### src/core/scl_pkg.sv
// Shared constants and types for the channel clock and line configuration.
package scl_pkg;

   // Register placement: per-channel byte offset, channel stride.
   localparam logic [11:0] CFG_BASE_OFFSET = 12'h15c;
   localparam logic [11:0] CFG_CHANNEL_STRIDE = 12'h080;
   localparam int NUM_CHANNELS = 4;

   // Field positions inside channel_clock_line_config.
   localparam int RX_INV_BIT = 13;
   localparam int TX_INV_BIT = 12;
   localparam int RCS_LSB = 10;
   localparam int TCS_LSB = 7;
   localparam int BCS_LSB = 4;
   localparam int RTS_CLK_BIT = 3;
   localparam int MODE_LSB = 0;

   // Writable bits (31:22 reserved, read as zero) and reset value.
   localparam logic [31:0] CFG_WRITE_MASK = 32'h003fffff;
   localparam logic [31:0] CFG_RESET = 32'h00000007;

   // Receiver clock source codes.
   localparam logic [1:0] RCS_BAUD = 2'h0;
   localparam logic [1:0] RCS_RX_LINE = 2'h1;
   localparam logic [1:0] RCS_DPLL = 2'h2;

   // Transmitter clock source codes.
   localparam logic [2:0] TCS_BAUD = 3'h0;
   localparam logic [2:0] TCS_RX_LINE = 3'h1;
   localparam logic [2:0] TCS_TX_LINE = 3'h2;
   localparam logic [2:0] TCS_DPLL = 3'h3;
   localparam logic [2:0] TCS_BAUD_DIV16 = 3'h4;

   // Baud generator clock source codes.
   localparam logic [2:0] BCS_OSC1 = 3'h0;
   localparam logic [2:0] BCS_OSC2 = 3'h1;
   localparam logic [2:0] BCS_OSC3 = 3'h2;
   localparam logic [2:0] BCS_RX_LINE = 3'h3;
   localparam logic [2:0] BCS_TX_LINE = 3'h4;

   // Oscillator nominal rates in Hz.
   localparam int OSC1_HZ = 14745600;
   localparam int OSC2_HZ = 24000000;
   localparam int OSC3_HZ = 10000000;

   // Baud output divided by 16: toggle every 8 rising edges.
   localparam logic [2:0] DIV16_HALF_LAST = 3'h7;

   // Transceiver mode codes.
   localparam logic [2:0] MODE_DEFAULT_V11 = 3'h0;
   localparam logic [2:0] MODE_EIA530A = 3'h1;
   localparam logic [2:0] MODE_EIA530 = 3'h2;
   localparam logic [2:0] MODE_X21 = 3'h3;
   localparam logic [2:0] MODE_V35 = 3'h4;
   localparam logic [2:0] MODE_EIA449 = 3'h5;
   localparam logic [2:0] MODE_V28 = 3'h6;
   localparam logic [2:0] MODE_HIGH_Z = 3'h7;

   // Serial word framing.
   localparam logic [4:0] WORD_LAST_BIT = 5'h1f;

   // Sampled pin vector positions.
   localparam int PIN_OSC1 = 0;
   localparam int PIN_OSC2 = 1;
   localparam int PIN_OSC3 = 2;
   localparam int PIN_RX_CLK = 3;
   localparam int PIN_TX_CLK = 4;
   localparam int PIN_RXD = 5;
   localparam int PIN_COUNT = 6;

   // Decoded configuration fields.
   typedef struct packed {
      logic rxClockInvert;
      logic txClockInvert;
      logic [1:0] receiverClockSelect;
      logic [2:0] transmitterClockSelect;
      logic [2:0] baudGenClockSelect;
      logic txClockOnRts;
      logic [2:0] transceiverModeCode;
   } scl_cfg_t;

endpackage

### src/core/scl_channel_clock_line.sv
// One serial channel's clock routing, line-mode and byte-order logic.
`timescale 1ns/1ps

// Notes on behaviour
// - Transmit bits launch on rising clock edge, falling when invert set.
// - Receive bits sampled on falling clock edge, rising when invert set.
// - Receiver clock: baud output, receive line, DPLL; code 11 reserved.
// - Transmitter clock: baud, rx/tx lines, DPLL, baud/16; rest reserved.
// - Baud clock: three oscillators, rx line, tx line; rest reserved.
// - Transmit-clock-on-RTS bit routes the transmit clock onto RTS.
// - Three-bit mode field drives transceivers; resets to high impedance.
// - Mode codes map to line standards; 111 is all lines high impedance.
// - Single-ended V.28 mode uses only A-side conductors, B-side unused.
// - Host accesses little endian, byte 0 on lowest byte lane.
// - Lower-addressed transmit bytes are serialized first.
// - Earlier received bytes are placed at lower byte positions.
module scl_channel_clock_line #(
   parameter int CHANNEL = 0
) (
   input wire logic core_clk, // System clock, 40 MHz.
   input wire logic rst, // Asynchronous reset, active high.
   input wire logic regWrEn, // Register write strobe.
   input wire logic regRdEn, // Register read strobe.
   input wire logic [11:0] regAddr, // Register byte address.
   input wire logic [3:0] regByteEn, // Byte lane enables.
   input wire logic [31:0] regWrData, // Write data.
   output logic [31:0] regRdData, // Read data, registered.
   output logic regRdValid, // Read data valid pulse.
   input wire logic osc1Pin, // Oscillator one level.
   input wire logic osc2Pin, // Oscillator two level.
   input wire logic osc3Pin, // Oscillator three level.
   input wire logic rxClkLine, // External receive clock pin.
   input wire logic txClkLine, // External transmit clock pin.
   input wire logic rxdLine, // Receive data pin, A side.
   input wire logic dpllRxClk, // DPLL receive clock level.
   input wire logic dpllTxClk, // DPLL transmit clock level.
   input wire logic baudGenOut, // Baud generator output level.
   output logic baudGenClk, // Selected baud generator input clock.
   input wire logic rtsRequest, // Normal request-to-send level.
   input wire logic [31:0] txWord, // Transmit data word.
   input wire logic txWordValid, // Transmit word offered.
   output logic txWordReady, // Serializer can take a word.
   output logic [31:0] rxWord, // Packed receive word.
   output logic rxWordValid, // Receive word pulse.
   output scl_pkg::scl_cfg_t cfgFields, // Decoded configuration.
   output logic [2:0] transceiverModeCode, // Transceiver mode inputs.
   output logic txdA, // Transmit data A side.
   output logic txdB, // Transmit data B side.
   output logic txdAOeN, // A-side driver enable, low drives.
   output logic txdBOeN, // B-side driver enable, low drives.
   output logic rtsA, // RTS A side.
   output logic rtsB, // RTS B side.
   output logic rtsAOeN, // RTS A enable, low drives.
   output logic rtsBOeN // RTS B enable, low drives.
);
   import scl_pkg::*;

   localparam logic [11:0] CFG_OFFSET = 12'(CFG_BASE_OFFSET +
      CFG_CHANNEL_STRIDE * CHANNEL);

   // Merge write data under byte enables; lane 0 carries bits 7:0.
   function automatic logic [31:0] mergeLanes(input logic [31:0] old,
         input logic [31:0] data, input logic [3:0] be);
      logic [31:0] res;
      res = old;
      for (int i = 0; i < 4; i++) begin
         if (be[i]) begin
            res[i*8 +: 8] = data[i*8 +: 8];
         end
      end
      return res;
   endfunction

   logic [31:0] cfgReg;
   logic [31:0] next_cfgReg;
   logic cfgHit;
   logic [PIN_COUNT-1:0] pinMeta;
   logic [PIN_COUNT-1:0] pinSync;
   logic [PIN_COUNT-1:0] pinLive;
   logic rxClkSel;
   logic txClkSel;
   logic rxClkPrev;
   logic txClkPrev;
   logic baudPrev;
   logic [2:0] div16Count;
   logic baudDiv16;
   logic txLaunch;
   logic rxSample;
   logic [31:0] txShift;
   logic [4:0] txCount;
   logic txBusy;
   logic txBit;
   logic [31:0] rxShift;
   logic [4:0] rxCount;
   logic diffDataUsed;
   logic diffCtrlUsed;
   logic linesLive;
   logic rtsLevel;

   // Register decode; bytes follow PCI lane order.
   // Little endian lanes.
   assign cfgHit = (regAddr == CFG_OFFSET);
   assign next_cfgReg = mergeLanes(cfgReg, regWrData, regByteEn) &
      CFG_WRITE_MASK;

   // Configuration register with its single write path.
   // Mode resets high-Z.
   always_ff @(posedge core_clk or posedge rst) begin
      if (rst) begin
         cfgReg <= CFG_RESET;
      end else if (regWrEn && cfgHit) begin
         cfgReg <= next_cfgReg;
      end
   end

   // Reads answer one cycle later; an unmapped address reads as zero.
   always_ff @(posedge core_clk or posedge rst) begin
      if (rst) begin
         regRdData <= 32'h00000000;
         regRdValid <= 1'b0;
      end else begin
         regRdData <= (regRdEn && cfgHit) ? cfgReg : 32'h00000000;
         regRdValid <= regRdEn;
      end
   end

   // Field view of the register.
   assign cfgFields.rxClockInvert = cfgReg[RX_INV_BIT];
   assign cfgFields.txClockInvert = cfgReg[TX_INV_BIT];
   assign cfgFields.receiverClockSelect = cfgReg[RCS_LSB +: 2];
   assign cfgFields.transmitterClockSelect = cfgReg[TCS_LSB +: 3];
   assign cfgFields.baudGenClockSelect = cfgReg[BCS_LSB +: 3];
   assign cfgFields.txClockOnRts = cfgReg[RTS_CLK_BIT];
   assign cfgFields.transceiverModeCode = cfgReg[MODE_LSB +: 3];

   // Pins from outside pass two flops; only the second stage is read.
   // Sampling at 40 MHz resolves line clocks well below half that rate.
   always_ff @(posedge core_clk or posedge rst) begin
      if (rst) begin
         pinMeta <= '0;
         pinSync <= '0;
      end else begin
         pinMeta <= {rxdLine, txClkLine, rxClkLine, osc3Pin, osc2Pin,
            osc1Pin};
         pinSync <= pinMeta;
      end
   end
   assign pinLive = pinSync;

   // Baud generator source select.
   // Baud clock mux.
   always_comb begin
      unique case (cfgFields.baudGenClockSelect)
         BCS_OSC1: baudGenClk = pinLive[PIN_OSC1];
         BCS_OSC2: baudGenClk = pinLive[PIN_OSC2];
         BCS_OSC3: baudGenClk = pinLive[PIN_OSC3];
         BCS_RX_LINE: baudGenClk = pinLive[PIN_RX_CLK];
         BCS_TX_LINE: baudGenClk = pinLive[PIN_TX_CLK];
         default: baudGenClk = 1'b0;
      endcase
   end

   // Receiver clock source select.
   // Receive clock mux.
   always_comb begin
      unique case (cfgFields.receiverClockSelect)
         RCS_BAUD: rxClkSel = baudGenOut;
         RCS_RX_LINE: rxClkSel = pinLive[PIN_RX_CLK];
         RCS_DPLL: rxClkSel = dpllRxClk;
         default: rxClkSel = 1'b0;
      endcase
   end

   // Transmitter clock source select; the line source assumes the
   // transmit clock pin is an input, which software must ensure.
   // Transmit clock mux.
   always_comb begin
      unique case (cfgFields.transmitterClockSelect)
         TCS_BAUD: txClkSel = baudGenOut;
         TCS_RX_LINE: txClkSel = pinLive[PIN_RX_CLK];
         TCS_TX_LINE: txClkSel = pinLive[PIN_TX_CLK];
         TCS_DPLL: txClkSel = dpllTxClk;
         TCS_BAUD_DIV16: txClkSel = baudDiv16;
         default: txClkSel = 1'b0;
      endcase
   end

   // Divide the baud output by 16 on its rising edges.
   // Divide by 16.
   always_ff @(posedge core_clk or posedge rst) begin
      if (rst) begin
         baudPrev <= 1'b0;
         div16Count <= 3'h0;
         baudDiv16 <= 1'b0;
      end else begin
         baudPrev <= baudGenOut;
         if (baudGenOut && !baudPrev) begin
            div16Count <= div16Count + 3'h1;
            if (div16Count == DIV16_HALF_LAST) begin
               baudDiv16 <= ~baudDiv16;
            end
         end
      end
   end

   // Previous clock levels for edge enables.
   always_ff @(posedge core_clk or posedge rst) begin
      if (rst) begin
         rxClkPrev <= 1'b0;
         txClkPrev <= 1'b0;
      end else begin
         rxClkPrev <= rxClkSel;
         txClkPrev <= txClkSel;
      end
   end

   // Edge choice by polarity.
   // Launch edge select.
   assign txLaunch = cfgFields.txClockInvert ? (txClkPrev && !txClkSel) :
      (!txClkPrev && txClkSel);
   assign rxSample = cfgFields.rxClockInvert ? (!rxClkPrev && rxClkSel) :
      (rxClkPrev && !rxClkSel);

   // Serializer takes a new word only when idle.
   assign txWordReady = !txBusy;

   // Shifting right sends byte 0 first, each byte LSB first; the line
   // holds the last bit sent between words; it is mark only after reset.
   // Low bytes first.
   always_ff @(posedge core_clk or posedge rst) begin
      if (rst) begin
         txShift <= 32'h00000000;
         txCount <= 5'h00;
         txBusy <= 1'b0;
         txBit <= 1'b1;
      end else if (!txBusy) begin
         if (txWordValid) begin
            txShift <= txWord;
            txCount <= 5'h00;
            txBusy <= 1'b1;
         end
      end else if (txLaunch) begin
         txBit <= txShift[0];
         txShift <= {1'b0, txShift[31:1]};
         txCount <= txCount + 5'h01;
         if (txCount == WORD_LAST_BIT) begin
            txBusy <= 1'b0;
         end
      end
   end

   // New bits enter at the top, so the first bit ends at bit 0.
   // Early bytes low.
   always_ff @(posedge core_clk or posedge rst) begin
      if (rst) begin
         rxShift <= 32'h00000000;
         rxCount <= 5'h00;
         rxWord <= 32'h00000000;
         rxWordValid <= 1'b0;
      end else begin
         rxWordValid <= 1'b0;
         if (rxSample) begin
            rxShift <= {pinLive[PIN_RXD], rxShift[31:1]};
            rxCount <= rxCount + 5'h01;
            if (rxCount == WORD_LAST_BIT) begin
               rxWord <= {pinLive[PIN_RXD], rxShift[31:1]};
               rxWordValid <= 1'b1;
            end
         end
      end
   end

   // Transceiver mode straight from the register.
   // Drive mode inputs.
   assign transceiverModeCode = cfgFields.transceiverModeCode;

   // Which conductors each mode uses; V.35 keeps control single ended.
   // Mode mapping.
   assign linesLive = (cfgFields.transceiverModeCode != MODE_HIGH_Z);
   assign diffDataUsed = linesLive &&
      (cfgFields.transceiverModeCode != MODE_V28);
   assign diffCtrlUsed = diffDataUsed &&
      (cfgFields.transceiverModeCode != MODE_V35);

   // RTS carries the transmit clock when asked.
   // Clock onto RTS.
   assign rtsLevel = cfgFields.txClockOnRts ? txClkSel : rtsRequest;

   // Line outputs; enables are low while driving.
   assign txdA = txBit;
   assign txdB = ~txBit;
   assign txdAOeN = !linesLive;
   assign txdBOeN = !diffDataUsed;
   assign rtsA = rtsLevel;
   assign rtsB = ~rtsLevel;
   assign rtsAOeN = !linesLive;
   assign rtsBOeN = !diffCtrlUsed;

endmodule // scl_channel_clock_line

### config.mk
export PLATFORM = sky130hd
export DESIGN_NAME = scl_channel_clock_line
export DESIGN_NICKNAME = d
export VERILOG_FILES = /design/src/core/scl_pkg.sv /design/src/core/scl_channel_clock_line.sv
export SDC_FILE = /design/constraint.sdc
export NUM_CORES = 1
export LEC_CHECK = 0
export BUFFER_PORTS_ARGS = -buffer_cell sky130_fd_sc_hd__buf_2
export CAP_MARGIN = 40
export CELL_PAD_IN_SITES_DETAIL_PLACEMENT = 0
export CELL_PAD_IN_SITES_GLOBAL_PLACEMENT = 2
export CORE_ASPECT_RATIO = 0.9
export CORE_MARGIN = 2
export CORE_UTILIZATION = 37
export DETAILED_ROUTE_END_ITERATION = 16
export HOLD_SLACK_MARGIN = 0.1
export PLACE_DENSITY = 0.88
export SYNTH_ARGS = -nofsm -noshare
export SYNTH_HDL_FRONTEND = slang
export SYNTH_SLANG_ARGS = --single-unit
export TNS_END_PERCENT = 30
### constraint.sdc
create_clock -name core_clk -period 7.7 [get_ports core_clk]
set_clock_uncertainty 0.2 [all_clocks]
set_input_delay 0.385 -clock core_clk [delete_from_list [all_inputs] [get_ports core_clk]]
set_output_delay 0.385 -clock core_clk [all_outputs]
set_load 0.1 [all_outputs]
==> flow_summary.yaml <==
timing:
  fmax_mhz: 324
  slew_violations: 0
  maxSlewHeadroom_pct: 45.9
  rsz0062_at_grt: "no"
  timing.final.crit_share_pct: 40.1
  fin_crit_ns: 3.09
  worst_slew_pin_slew_ns: 0.811
  setup_violations: 0
  hold_viol_final: 0
  fin_hold_ws_ns: 0.111
  fin_setup_tns_ns: 0
clock_network:
  clk_latency_ns: 0.41
  cts_sinks: 172
  htreeDepth: 4
  clkSlewWorstSetupHoldPaths_ns: 0.07
  clockRootBuffer: "clkbuf_16"
  cts_tree: "built"
  clk_path_buf_depth: 2
  post_cts.repair.setup_buffers: 0
  cts-buffers-inserted: 17
layout:
  syn_to_final_growth_pct: 31.9
  layout_common_cells: "dfrtp_1 (167), buf_2 (166), mux2_2 (90), dlygate4sd3_1 (65)"
  antennaDiodeCount: 0
  drive_gt1_share_pct: 41.2
  fill_cells: 1607
  final_net_count: 835
  final_common_cell: "dfrtp_1"
die:
  io_pins: 188
  coreArea_mm2: 0.0185
  initial_utilization_pct: 37.9
  die_w_um: 149
  fp-row-count: 47
  die_y_um: 135
  die_area_mm2: 0.0201
hold_path:
  hp-class: "primary input to register"
  holdCritStartpoint: "txWord[3]"
route:
  dr_wl_met2_um: 7180
  first_iter_violations: 130
  dr.max_layer_used: "met4"
  wl_met1_um: 6470
  wl_met3_um: 882
  viasPerCell: 4.72
  wl_um: 14700
  drc: 0
  wl_per_cell_um: 14.8
  dr.pass1.iters: 4
  vias: 4678
  drtAntennaViolNets: 0
placed_design:
  io_buffers: 166
  gp_congestion: 0.767
  hpwl_um: 9750
critical_path:
  worstSetupPathType: "primary input to register"
  start_kind: "primary input"
  worst_setup_path_end_kind: "register"
  r2r-start: "cfgReg[11]"
  crit_arrival_ns: 3.18
  critPathRequiredTime_ns: 7.80
  critPathLaunch: "baudGenOut"
  worstPathMaxFanout: 37
synth:
  ys_seq_area_share_pct: 61.3
  ys_ff_latch: 172
  ys_types: 42
  synth_top_flop_cell: "dfrtp_1"
  synth_area_per_cell_um2: 13.6
  synth_top_area_share_pct: 59.8
  synth-edff-count: 0
  async_reset_ff_share_pct: 100
  synth_cells: 517
  synth.area.top_cells: "dfrtp_1 (60%), mux2_2 (14%), mux2i_1 (5.0%)"
  synth_largest_area_cell: "dfrtp_1"
  yosys_warnings: 0
  netlist_area_mm2: 0.00703
pwr:
  p_leak_nw: 4.91
  ir_drop_mv: 0.162
  powerDensity_mw_per_mm2: 255
flow_run:
  cap_violations: 0
status:
  status: "finished, final reports clean"
grt:
  globalRouteOverflowTotal: 0
  grt_pass1_wl_um: 24100
  antenna_found_initial: 0
  first_global_vias: 4891
  grt_usage_pct: 15.1
  grt_max_degree: 92
-- stage by stage --
| stage | cell area [µm²] | utilization [%] | worst slack, ns | cells | power, mW |
|---|---|---|---|---|---|
| final | 9260 | 50.0 | 4.61 | 991 | 2.36 |
| after global routing | 9260 | 50.0 | 4.42 | 991 | 2.48 |
| after CTS | 9260 | 50.0 | 4.53 | 991 | 2.39 |
| after detailed placement | 7990 | 43.1 | 4.60 | 895 | 1.46 |
| after global placement | 7930 | 42.8 | 4.71 | 893 | 1.44 |
| after floorplan | 7060 | - | 2.46 | 526 | 1.37 |
-- where the power goes --
group | leakage, nW | switching [mW] | total (mW) | internal, mW
combinational | 2.32 | 0.229 | 0.376 | 0.147
clock | 0.301 | 0.357 | 0.898 | 0.540
sequential | 2.29 | 0.0736 | 1.09 | 1.02
total | 4.91 | 0.660 | 2.36 | 1.70
-- logic make-up (layout without fill, tap and decap cells) --
logic type,count (synthesis),after routing,share of synthesized area [%]
DFF,172,172,61.3
muxes,128,128,20.2
and+or+nand+nor,95,95,7.39
buffers and inverters,59,279,4.93
AOI/OAI and AO/OA,50,50,4.26
adders and majority gates,6,6,1.07
xor gates and xnor gates,6,6,0.748
other,1,10,0.0534
-- critical path, stage by stage --
cell and delay, ns:
dlygate4sd3_1 0.52, buf_2 0.15, mux2i_1 0.09, o22ai_2 0.25
mux2i_4 0.26, buf_4 0.43, nand2_2 0.57, mux2_1 0.50
-- path summary, 6_finish.rpt --
check	endpoint	slack (ns)	cells after the start
setup reg to reg	rxWord[8]	4.75	6
hold reg to reg	pinLive[4]	0.15	0
setup / recovery	rxWord[8]	4.61	8
hold / removal	txShift[3]	0.11	3
min in group asynchronous	rxWord[22]	0.46	3
max in group asynchronous	rxShift[30]	5.57	5
-- timing repair --
| action | in CTS | in global routing |
|---|---|---|
| endpoints found under the setup margin | 0 | 0 |
| endpoints found under the hold margin | 149 | 0 |
| hold buffers | 65 | 0 |
| resized for setup | 0 | 0 |
-- final cells by class --
class | count | area, µm² | share of cell area (%)
tap | 245 | 307 | 3.31
multi-input combinational | 295 | 2400 | 25.9
clock inverter | 11 | 160 | 1.73
sequential | 172 | 4310 | 46.5
timing repair buffer | 238 | 1570 | 17.0
clock buffer | 20 | 467 | 5.04
inverter | 10 | 42.5 | 0.459
-- cell usage after synthesis, types with 2 or more instances --
library cell	number
dfrtp_1	168
mux2_2	90
mux2i_1	35
o21ai_0	35
nand3_1	34
buf_4	31
and2_1	22
nand2_1	15
clkbuf_1	11
inv_1	10
buf_2	7
ha_1	6
dfstp_2	4
nor2_1	4
and3_1	3
nand2b_1	3
o211ai_1	3
xnor2_1	3
xor2_1	3
a21boi_0	2
a21oi_1	2
nor2b_1	2
nor3_1	2
nor4bb_1	2
o32ai_1	2
or3_1	2
-- sequential cells by signal, indices dropped and copies added (netlist names), 5 cells and up --
name,cells
regRdData,22
rxWord,32
pinLive,6
txShift,32
rxCount,5
cfgReg,22
rxShift,31
pinMeta,6
txCount,5
-- metal layers --
| layer | GRT usage [%] | up-vias |
|---|---|---|
| met4 | 3.97 | 0 |
| met5 | 0 | - |
| met3 | 5.47 | 15 |
| met1 | 18.8 | 2343 |
| li1 | - | 2208 |
| met2 | 25.0 | 112 |
No activity file was read; power rests on OpenSTA's default activity.
